### src/inc/tape_buffer_pkg.sv
// Purpose: shared constants and types for the tape staging buffer control
// Assumes: occupancy and thresholds are counted in 4-KByte buffer units
// Notes: tape-side rates are in half-KByte-per-second steps

package tape_buffer_pkg;
  // buffer geometry, in 4-KByte units
  localparam int UNIT_KBYTES = 4;
  localparam int OCC_W = 9;
  localparam logic [8:0] CAP_UNITS = 9'h100;
  localparam logic [8:0] OCC_RESET = 9'h000;
  // thresholds
  localparam int THR_W = 8;
  localparam logic [7:0] THR_RESET = 8'h80;
  // mode select command
  localparam logic [7:0] OP_MODE_SELECT = 8'h15;
  localparam logic SEL_MOTION = 1'b0;
  localparam logic SEL_RECON = 1'b1;
  // tape-side rates, 0.5 KB/s steps: 1 MB/s, 500 KB/s, 262.5 KB/s
  localparam int RATE_W = 16;
  localparam logic [15:0] RATE_1M = 16'h07D0;
  localparam logic [15:0] RATE_500K = 16'h03E8;
  localparam logic [15:0] RATE_262K5 = 16'h020D;

  typedef enum logic [1:0] {
    FMT_HI_COMP = 2'b00,
    FMT_HI = 2'b01,
    FMT_LO_COMP = 2'b10,
    FMT_LO = 2'b11
  } fmt_e;

  typedef enum logic {
    TAPE_STOP = 1'b0,
    TAPE_MOVE = 1'b1
  } tape_st_e;

  typedef enum logic {
    HOST_OFF = 1'b0,
    HOST_ON = 1'b1
  } host_st_e;

  // tape-side sustained rate for each format
  function automatic logic [15:0] tape_rate(input fmt_e f);
    case (f)
      FMT_HI_COMP: tape_rate = RATE_1M;
      FMT_HI: tape_rate = RATE_500K;
      FMT_LO_COMP: tape_rate = RATE_500K;
      default: tape_rate = RATE_262K5;
    endcase
  endfunction

  // strictly greater-than against an 8-bit threshold
  function automatic logic above(input logic [8:0] amount, input logic [7:0] thr);
    above = amount > {1'b0, thr};
  endfunction
endpackage

### src/logic/thr_regs.sv
// Purpose: motion and reconnect thresholds written by mode select
// Assumes: one command a cycle, commands synchronous to clk
// Notes: other opcodes are ignored

`timescale 1ns/100ps

module thr_regs (
  // clock and reset
  input wire logic clk,
  input wire logic rst,
  // command
  input wire logic cmd_valid,
  input wire logic [7:0] cmd_opcode,
  input wire logic cmd_sel,
  input wire logic [7:0] cmd_value,
  // thresholds
  output logic [7:0] motion_thr_q,
  output logic [7:0] recon_thr_q
);
  logic mode_sel;

  assign mode_sel = cmd_valid && (cmd_opcode == tape_buffer_pkg::OP_MODE_SELECT);

  always_ff @(posedge clk or posedge rst) begin
    if (rst) begin
      motion_thr_q <= tape_buffer_pkg::THR_RESET;
    end else if (mode_sel && cmd_sel == tape_buffer_pkg::SEL_MOTION) begin
      motion_thr_q <= cmd_value;
    end
  end

  always_ff @(posedge clk or posedge rst) begin
    if (rst) begin
      recon_thr_q <= tape_buffer_pkg::THR_RESET;
    end else if (mode_sel && cmd_sel == tape_buffer_pkg::SEL_RECON) begin
      recon_thr_q <= cmd_value;
    end
  end
endmodule // thr_regs

### src/logic/occ_count.sv
// Purpose: buffer occupancy counter in 4-KByte units
// Assumes: inc only when not full, dec only when not empty
// Notes: saturates at both ends as a guard

`timescale 1ns/100ps

module occ_count (
  // clock and reset
  input wire logic clk,
  input wire logic rst,
  // unit moves
  input wire logic inc,
  input wire logic dec,
  // occupancy
  output logic [8:0] occ_q
);
  logic [8:0] occ_d;

  always_comb begin
    occ_d = occ_q;
    if (inc && !dec && occ_q != tape_buffer_pkg::CAP_UNITS) begin
      occ_d = occ_q + 9'h001;
    end else if (dec && !inc && occ_q != 9'h000) begin
      occ_d = occ_q - 9'h001;
    end
  end

  always_ff @(posedge clk or posedge rst) begin
    if (rst) begin
      occ_q <= tape_buffer_pkg::OCC_RESET;
    end else begin
      occ_q <= occ_d;
    end
  end
endmodule // occ_count

### src/logic/tape_buffer_ctrl.sv
// Purpose: threshold control of tape motion and host connection around a 1-MByte staging buffer
// Assumes: one pulse on host_unit or tape_unit moves one 4-KByte unit; inputs synchronous to clk
// Notes: the buffer data path itself sits outside; this block only counts and steers
// Contract
// - motion threshold held, in 4-KByte units, governs start/stop tape transfers
// - motion threshold resets to 80h, half the buffer
// - mode select 15h rewrites motion threshold; later transfers use it
// - buffer is 1 MByte; comparisons use occupancy or free space
// - start/stop write: tape starts only when data exceeds motion threshold; the code also starts on flush_req with data held, before any halt too
// - start/stop write: keep writing until empty, then halt
// - after halt, restart on data above threshold or a flush request
// - start/stop read: tape starts only when free space exceeds threshold
// - start/stop read: read until full, halt, restart on free above threshold
// - reconnect threshold, 4-KByte units, resets 80h, rewritten by mode select
// - streaming write: disconnect host when full, keep draining to tape
// - streaming write: reconnect when free exceeds reconnect threshold, fill until full
// - streaming read: disconnect host when empty, keep filling from tape
// - streaming read: reconnect when data exceeds reconnect threshold, send until empty
// - streaming when host rate reaches format tape rate, else start/stop
// - counts are of compressed bytes held in the buffer

`timescale 1ns/100ps

module tape_buffer_ctrl (
  // clock and reset
  input wire logic clk,
  input wire logic rst,
  // mode select command
  input wire logic cmd_valid,
  input wire logic [7:0] cmd_opcode,
  input wire logic cmd_sel,
  input wire logic [7:0] cmd_value,
  // operation setup
  input wire logic dir_write,
  input wire tape_buffer_pkg::fmt_e fmt,
  input wire logic [15:0] host_rate,
  input wire logic flush_req,
  // unit transfers
  input wire logic host_unit,
  input wire logic tape_unit,
  output logic host_ready,
  output logic tape_ready,
  // status
  output logic tape_motion_q,
  output logic host_conn_q,
  output logic stream_q,
  output logic [8:0] occ_units_q,
  output logic [8:0] free_units_q,
  output logic [7:0] motion_thr_q,
  output logic [7:0] recon_thr_q
);
  tape_buffer_pkg::tape_st_e tape_st_q;
  tape_buffer_pkg::tape_st_e tape_st_d;
  tape_buffer_pkg::host_st_e host_st_q;
  tape_buffer_pkg::host_st_e host_st_d;
  logic [8:0] occ_q;
  logic [8:0] free_units;
  logic full;
  logic empty;
  logic host_take;
  logic tape_take;
  logic fill;
  logic drain;
  logic data_above_motion;
  logic free_above_motion;
  logic data_above_recon;
  logic free_above_recon;
  logic stream_d;

  thr_regs u_thr (
    .clk(clk),
    .rst(rst),
    .cmd_valid(cmd_valid),
    .cmd_opcode(cmd_opcode),
    .cmd_sel(cmd_sel),
    .cmd_value(cmd_value),
    .motion_thr_q(motion_thr_q),
    .recon_thr_q(recon_thr_q)
  );

  // free space derived from occupancy; free_units_q is registered from the next occupancy, so the two cannot drift
  assign free_units = tape_buffer_pkg::CAP_UNITS - occ_q;
  assign full = (occ_q == tape_buffer_pkg::CAP_UNITS);
  assign empty = (occ_q == 9'h000);

  // thresholds compare buffer units, which hold compressed data in compressed formats
  assign data_above_motion = tape_buffer_pkg::above(occ_q, motion_thr_q);
  assign free_above_motion = tape_buffer_pkg::above(free_units, motion_thr_q);
  assign data_above_recon = tape_buffer_pkg::above(occ_q, recon_thr_q);
  assign free_above_recon = tape_buffer_pkg::above(free_units, recon_thr_q);

  // handshakes: the filling side stalls on full, the draining side on empty
  always_comb begin
    if (dir_write) begin
      host_ready = (host_st_q == tape_buffer_pkg::HOST_ON) && !full;
      tape_ready = (tape_st_q == tape_buffer_pkg::TAPE_MOVE) && !empty;
    end else begin
      host_ready = (host_st_q == tape_buffer_pkg::HOST_ON) && !empty;
      tape_ready = (tape_st_q == tape_buffer_pkg::TAPE_MOVE) && !full;
    end
  end

  assign host_take = host_unit && host_ready;
  assign tape_take = tape_unit && tape_ready;
  assign fill = dir_write ? host_take : tape_take;
  assign drain = dir_write ? tape_take : host_take;

  occ_count u_occ (
    .clk(clk),
    .rst(rst),
    .inc(fill),
    .dec(drain),
    .occ_q(occ_q)
  );

  // streaming when the host keeps up with the tape side of the chosen format
  assign stream_d = (host_rate >= tape_buffer_pkg::tape_rate(fmt));

  always_ff @(posedge clk or posedge rst) begin
    if (rst) begin
      stream_q <= 1'b0;
    end else begin
      stream_q <= stream_d;
    end
  end

  // tape motion
  always_comb begin
    tape_st_d = tape_st_q;
    case ({dir_write, stream_q})
      2'b10: begin
        case (tape_st_q)
          tape_buffer_pkg::TAPE_STOP: begin
            if (data_above_motion || (flush_req && !empty)) begin
              tape_st_d = tape_buffer_pkg::TAPE_MOVE;
            end
          end
          tape_buffer_pkg::TAPE_MOVE: begin
            if (empty) begin
              tape_st_d = tape_buffer_pkg::TAPE_STOP;
            end
          end
          default: tape_st_d = tape_buffer_pkg::TAPE_STOP;
        endcase
      end
      2'b00: begin
        case (tape_st_q)
          tape_buffer_pkg::TAPE_STOP: begin
            if (free_above_motion) begin
              tape_st_d = tape_buffer_pkg::TAPE_MOVE;
            end
          end
          tape_buffer_pkg::TAPE_MOVE: begin
            if (full) begin
              tape_st_d = tape_buffer_pkg::TAPE_STOP;
            end
          end
          default: tape_st_d = tape_buffer_pkg::TAPE_STOP;
        endcase
      end
      // streaming: tape keeps moving while there is work on its side
      2'b11: tape_st_d = empty ? tape_buffer_pkg::TAPE_STOP : tape_buffer_pkg::TAPE_MOVE;
      2'b01: tape_st_d = full ? tape_buffer_pkg::TAPE_STOP : tape_buffer_pkg::TAPE_MOVE;
      default: tape_st_d = tape_buffer_pkg::TAPE_STOP;
    endcase
  end

  always_ff @(posedge clk or posedge rst) begin
    if (rst) begin
      tape_st_q <= tape_buffer_pkg::TAPE_STOP;
    end else begin
      tape_st_q <= tape_st_d;
    end
  end

  // host connection
  always_comb begin
    host_st_d = host_st_q;
    case ({dir_write, stream_q})
      2'b11: begin
        case (host_st_q)
          tape_buffer_pkg::HOST_ON: begin
            if (full) begin
              host_st_d = tape_buffer_pkg::HOST_OFF;
            end
          end
          tape_buffer_pkg::HOST_OFF: begin
            if (free_above_recon) begin
              host_st_d = tape_buffer_pkg::HOST_ON;
            end
          end
          default: host_st_d = tape_buffer_pkg::HOST_OFF;
        endcase
      end
      2'b01: begin
        case (host_st_q)
          tape_buffer_pkg::HOST_ON: begin
            if (empty) begin
              host_st_d = tape_buffer_pkg::HOST_OFF;
            end
          end
          tape_buffer_pkg::HOST_OFF: begin
            if (data_above_recon) begin
              host_st_d = tape_buffer_pkg::HOST_ON;
            end
          end
          default: host_st_d = tape_buffer_pkg::HOST_OFF;
        endcase
      end
      // start/stop: host is the slow side, served whenever the buffer allows
      2'b10: host_st_d = full ? tape_buffer_pkg::HOST_OFF : tape_buffer_pkg::HOST_ON;
      2'b00: host_st_d = empty ? tape_buffer_pkg::HOST_OFF : tape_buffer_pkg::HOST_ON;
      default: host_st_d = tape_buffer_pkg::HOST_OFF;
    endcase
  end

  always_ff @(posedge clk or posedge rst) begin
    if (rst) begin
      host_st_q <= tape_buffer_pkg::HOST_OFF;
    end else begin
      host_st_q <= host_st_d;
    end
  end

  assign tape_motion_q = (tape_st_q == tape_buffer_pkg::TAPE_MOVE);
  assign host_conn_q = (host_st_q == tape_buffer_pkg::HOST_ON);
  assign occ_units_q = occ_q;

  always_ff @(posedge clk or posedge rst) begin
    if (rst) begin
      free_units_q <= tape_buffer_pkg::CAP_UNITS;
    end else begin
      free_units_q <= tape_buffer_pkg::CAP_UNITS - occ_units_next(occ_q, fill, drain);
    end
  end

  function automatic logic [8:0] occ_units_next(input logic [8:0] o, input logic f, input logic d);
    occ_units_next = o;
    if (f && !d && o != tape_buffer_pkg::CAP_UNITS) begin
      occ_units_next = o + 9'h001;
    end else if (d && !f && o != 9'h000) begin
      occ_units_next = o - 9'h001;
    end
  endfunction
endmodule // tape_buffer_ctrl

### config.mk
export PLATFORM = sky130hd
export DESIGN_NAME = tape_buffer_ctrl
export DESIGN_NICKNAME = d
export VERILOG_FILES = /design/src/inc/tape_buffer_pkg.sv /design/src/logic/thr_regs.sv /design/src/logic/occ_count.sv /design/src/logic/tape_buffer_ctrl.sv
export SDC_FILE = /design/constraint.sdc
export NUM_CORES = 1
export LEC_CHECK = 0
export BUFFER_PORTS_ARGS = -buffer_cell sky130_fd_sc_hd__buf_2
export CAP_MARGIN = 10
export CORE_MARGIN = 1
export CORE_UTILIZATION = 59
export CTS_CLUSTER_DIAMETER = 80
export DETAILED_ROUTE_END_ITERATION = 8
export PLACE_DENSITY = 0.95
export SYNTH_ARGS = -nofsm -noshare
export SYNTH_HDL_FRONTEND = slang
export SYNTH_HIERARCHICAL = 1
export SYNTH_SLANG_ARGS = --single-unit
### constraint.sdc
create_clock -name clk -period 13.19 [get_ports clk]
set_input_delay 0 -clock clk [delete_from_list [all_inputs] [get_ports clk]]
set_output_delay 0 -clock clk [all_outputs]
set_load 0.02 [all_outputs]
### Word-level counts from Yosys, hierarchy flattened

Index checks and enable logic that the tools add are counted.

* register bits: 37
* input bits: 42
* output and inout bits: 39
* logic and storage cells: 70

* mux-type cells: 19
* $add $sub $neg: 4
* equality and inequality tests: 8
* reductions and logical operators: 24
* magnitude comparators: 5
* bitwise gates (word level): 3

Operators by type and width (number)
* 9-bit by 8-bit greater-than comparator with 1-bit output: 4
* 11-bit case mux with 2 select lines: 1
* 9-bit 2-to-1 mux: 2
* 9-bit subtractor, first input constant: 2
* 16-bit by 11-bit >= comparator with 1-bit output: 1
* 1-bit logical AND: 14
* 1-bit 2-to-1 mux: 10
* 9-bit by 1-bit adder with 9-bit output, second input constant: 1
* 9-bit equality test, second input constant: 1
* 9-bit zero test: 1
* 9-bit inequality test, second input constant: 1
* 9-bit nonzero test: 1
* 9-bit by 1-bit subtractor with 9-bit output, second input constant: 1
* 8-bit by 5-bit equality test with 1-bit output, second input constant: 1
* 1-bit case mux with 2 select lines: 4
* 1-bit case mux with 4 select lines: 2
* 2-bit equality test, second input constant: 3
* 2-bit by 1-bit equality test with 1-bit output, second input constant: 2
* 1-bit zero test: 4
* 2-bit zero test: 2
* 1-bit NOT: 3
* 2-bit OR reduction: 1
* 1-bit logical OR: 1

### Logic depth before layout (Yosys ltp)

* word-level depth: 12
* depth in mapped cells: 17
* mapped depth without buffers: 16

### By module

Netlist, hierarchy kept.

Modules (own cells, without submodules)
* tape_buffer_ctrl: area an instance 2481.1 um2, times used 1, cells each 298, seq. area each 301.5 um2
* occ_count: area an instance 770.7 um2, times used 1, cells each 70, seq. area each 225.2 um2
* thr_regs: area an instance 646.9 um2, times used 1, cells each 39, seq. area each 402.9 um2

### Worst setup path before layout

OpenSTA, ideal clock, no wires.

* kind: reg-to-reg
* start point: reg u_occ.occ_q[4]
* end point: reg u_occ.occ_q[8]
* library setup time: 126 ps
* data arrival time: 4221 ps
* data required time: 13064 ps
* period minus slack after synthesis: 4347 ps
* buffers on the path: 1
* stages on the path, launching flop included: 16
* setup slack: 8843 ps
* cells stage by stage: dfrtp_1 > clkbuf_1 > or3_1 > nor3_1 > ha_1 > and3b_1 > nand2_1 > o21ai_0 > a211oi_4 > inv_1 > ha_1 > a21o_1 > a31o_2 > a21oi_1 > mux2_2 > o32a_1

* elaborated cells on any way between the ends: 26
* classes of those cells: 2 x add/sub; 2 x eq/ne; 6 x mux; 16 x reduce/logical

RTL lines
* from (decl): RTL line occ_count.sv:15 `output logic [8:0] occ_q`
* from (signal assigned): RTL line occ_count.sv:30 `occ_q <= tape_buffer_pkg::OCC_RESET;`
* 9-bit equality test / 9-bit zero test (equally long branches): RTL line tape_buffer_ctrl.sv:83, tape_buffer_ctrl.sv:84
* 1-bit zero test (on tied branches)
* 1-bit logical AND (on tied branches)
* 1-bit 2-to-1 mux: RTL line tape_buffer_ctrl.sv:94 `if (dir_write) begin`
* 1-bit logical AND (on tied branches): RTL line tape_buffer_ctrl.sv:103, tape_buffer_ctrl.sv:104
* 1-bit 2-to-1 mux *: RTL line tape_buffer_ctrl.sv:106 `assign drain = dir_write ? tape_take : host_take;`
* via drain: RTL line tape_buffer_ctrl.sv:63 `logic drain;`
* 1-bit logical AND / 1-bit zero test (equally long branches): RTL line occ_count.sv:23, occ_count.sv:21
* 1-bit logical AND (on tied branches): RTL line occ_count.sv:23, occ_count.sv:21
* 9-bit 2-to-1 mux / 1-bit logical AND (equally long branches)
* 9-bit 2-to-1 mux *

Mark *: on every way through the listed nets, which the timed path passes. The rest lies on a longest branch.
A chain may end at the register's enable or synchronous reset.

### Final worst setup path

* start point: reg u_occ.occ_q[5]
* end point: reg u_occ.occ_q[8]

Same word-level chain as after synthesis.

==> impl_metrics.env <==
export IMPL_status="finished clean"
export IMPL_synth_edf_count=0
export IMPL_clock_sinks=37
export IMPL_yosys_area_top_type="dfrtp_1"
export IMPL_wl_um=10400
export IMPL_rsz0062_at_grt="no"
export IMPL_synth_top_area_share_pct=21.8
export IMPL_worst_hold_path_endpoint="stream_q$_DFF_PP0_"
export IMPL_syn2layout_area_growth_pct=15.5
export IMPL_synth_area_per_cell_sq_um=9.58
export IMPL_port_buffers=80
export IMPL_drc=0
export IMPL_r2r_end="u_occ/occ_q[8]$_DFFE_PP0P_"
export IMPL_drive_gt1_share_pct=29.7
export IMPL_end_kind="flop"
export IMPL_start_util_pct=61.4
export IMPL_die_x_um=83.3
export IMPL_min_from="host_rate[11]"
export IMPL_h_tree_depth=2
export IMPL_rows=29
export IMPL_slew_headroom_pct=42.0
export IMPL_fillers=461
export IMPL_drtIter0Drc=413
export IMPL_first_pass_iters=6
export IMPL_syn_nets=504
export IMPL_synth_area_sq_um=3900
export IMPL_ant_nets=0
export IMPL_seq_area_frac_synth_pct=23.8
export IMPL_ios=81
export IMPL_hold_depth=4
export IMPL_rr_worst_depth=14
export IMPL_wl_per_cell_um=18.4
export IMPL_skew_ns=0.00318
export IMPL_fin_util_pct=70.9
export IMPL_max_slew_worst_pin_slew_ns=0.861
export IMPL_peakVddDrop_mv=0.196
export IMPL_fin_crit_ns=5.07
export IMPL_finalNetCount=587
export IMPL_place_inst=551
export IMPL_cp_start_kind="flop"
export IMPL_die_area_sq_um=6940
export IMPL_fin_area_sq_um=4500
export IMPL_regArea_sq_um=930
export IMPL_gp_congestion=0.910
export IMPL_synth_area_top_cells="dfrtp_1, ha_1, mux2_2, inv_1, xnor2_1"
export IMPL_yosys_top_cells_count="ha_1, inv_1, dfrtp_1"
export IMPL_cp_data_required_time_ns=13.38
export IMPL_core_area_sq_um=6350
export IMPL_postCtsSetupRepairBufs=0
export IMPL_power_density_nw_per_um2=204
export IMPL_ys_flop_type="dfrtp_1"
export IMPL_grt_usage_pct=30.4
export IMPL_ys_seq_elements=37
export IMPL_vias=3569
export IMPL_multi_input_area_sq_um=2750
export IMPL_hold_violations=0
export IMPL_finalCritPeriodShare_pct=38.4
export IMPL_syn_inst=407
export IMPL_dp_hpwl_um=8120
export IMPL_diodes=0
export IMPL_vias_per_cell=6.28
export IMPL_r2r_slack_ns=8.12
export IMPL_clkTransAtPathRegs_ns=0.08
export IMPL_whs_ns=0.0431
export IMPL_synthArstFlopShare_pct=100
export IMPL_dpl_cell_area_sq_um=4320
export IMPL_finalSetupTns_ns=0
export IMPL_max_freq_ghz=0.197
export IMPL_finalSetupViolCount=0
export IMPL_cts_tree="yes"
export IMPL_grt_overflow_total=0
export IMPL_numCtsBuffers=5
export IMPL_ys_warn_count=6
export IMPL_clk_latency_ns=0.29
export IMPL_yosys_cell_types_count=80
export IMPL_drv_cap=0
export IMPL_die_h_um=83.3
export IMPL_timing_rr_start="u_occ/occ_q[5]$_DFFE_PP0P_"
export IMPL_critPathKind="flop to flop"
export IMPL_post_synth_top_count_cell="ha_1"
export IMPL_cp_max_fo=17
export IMPL_antenna_found_initial=0
export IMPL_min_path_type="input pin to flop"
export IMPL_grt_pass1_wl_um=17000
export IMPL_leakage_nw=2.08
export IMPL_arrival_ns=5.25
export IMPL_slew_violations=0
export IMPL_final_cells=568
export IMPL_clk_path_buf_depth=2
export IMPL_root_buffer="clkbuf_8"
export IMPL_grt_pass1_vias=3624
export IMPL_grt_max_degree=32
-- layout make-up --
type	count	area share [%]
multi-input cells	318	61.0
flip-flops and latches	37	20.6
repair buffers	89	10.9
inverters	39	3.25
well taps	77	2.14
clock buffers	5	1.53
clock inverters	3	0.500
-- worst max-delay path: stages, from the launching register on --
cell and delay, ns:
dfrtp_1 0.61, or3_1 0.45, nor3_1 0.24, ha_1 0.52, mux2i_2 0.22, nand2_4 0.16, o21ai_0 0.29, a211oi_4 0.39
inv_1 0.22, ha_1 0.39, a21o_1 0.22, a31o_2 0.25, a21oi_1 0.26, mux2_2 0.38, o32a_1 0.34
-- state kept, by name, indices dropped and copies added, names as in the netlist --
| name | count |
|---|---|
| u_occ/occ_q | 9 |
| stream_q | 1 |
| u_thr/motion_thr_q | 8 |
| host_conn_q | 1 |
| tape_motion_q | 1 |
| u_thr/recon_thr_q | 8 |
| free_units_q | 9 |
-- through the flow --
stage / total power, mW / setup slack [ns]
2_1_floorplan: 0.652 / 8.84
3_3_place_gp: 0.778 / 8.48
3_5_place_dp: 0.816 / 8.25
4_1_cts: 0.905 / 8.22
5_1_grt: 0.982 / 7.85
6_report: 0.920 / 8.12
-- repair_timing --
item	in CTS	in global routing
hold buffers	9	0
gates resized for setup	0	0
hold endpoints to repair	50	0
-- routing by layer --
layer / share of wire, % / wire, um / GRT usage, %
met1: 41 / 4260 / 37.3
met2: 48 / 5050 / 52.2
met3: 7.7 / 800 / 6.26
met4: 3.1 / 325 / 11.8
met5: 0 / 0 / 0
-- worst max-delay path by stage --
stage	from	end	cells past startpoint
after floorplan	u_occ/occ_q[4]$_DFFE_PP0P_	u_occ/occ_q[8]$_DFFE_PP0P_	15
after global placement	u_occ/occ_q[4]$_DFFE_PP0P_	u_occ/occ_q[8]$_DFFE_PP0P_	14
after detailed placement	u_occ/occ_q[6]$_DFFE_PP0P_	u_occ/occ_q[8]$_DFFE_PP0P_	14
after CTS	u_occ/occ_q[6]$_DFFE_PP0P_	u_occ/occ_q[8]$_DFFE_PP0P_	14
after global routing	u_occ/occ_q[1]$_DFFE_PP0P_	u_occ/occ_q[8]$_DFFE_PP0P_	16
final	u_occ/occ_q[5]$_DFFE_PP0P_	u_occ/occ_q[8]$_DFFE_PP0P_	14
-- logic make-up after synthesis --
logic type               after synthesis  synth area share, %
AO/OA/AOI/OAI                         92                 17.9
XOR/XNOR                              25                 5.81
adder cells (fa/ha/maj)               56                 18.1
buffers and inverters                 52                 5.65
flip-flops                            37                 23.8
multiplexers                          32                 9.92
AND/OR/NAND/NOR                      113                 18.7
-- report_power, final --
part           internal (mW)  leakage (nW)  switching [mW]
logic                  0.280          1.59           0.341
registers              0.147         0.449          0.0709
clock network         0.0370        0.0364          0.0443
-- cells in the final DEF, fill, tap and decap left out, types with 7 or more instances in the layout --
| master | count |
|---|---|
| dlygate4sd3_1 | 9 |
| dfrtp_1 | 34 |
| xor2_1 | 9 |
| o211ai_1 | 10 |
| nand2_1 | 19 |
| xnor2_1 | 15 |
| nor2_1 | 18 |
| a21oi_1 | 11 |
| o21a_1 | 15 |
| inv_1 | 39 |
| nor2b_1 | 8 |
| nand4_1 | 7 |
| buf_2 | 80 |
| o21ai_0 | 11 |
| mux2_2 | 19 |
| nor3_1 | 8 |
| ha_1 | 54 |
Power figures use the tool's default switching activity.
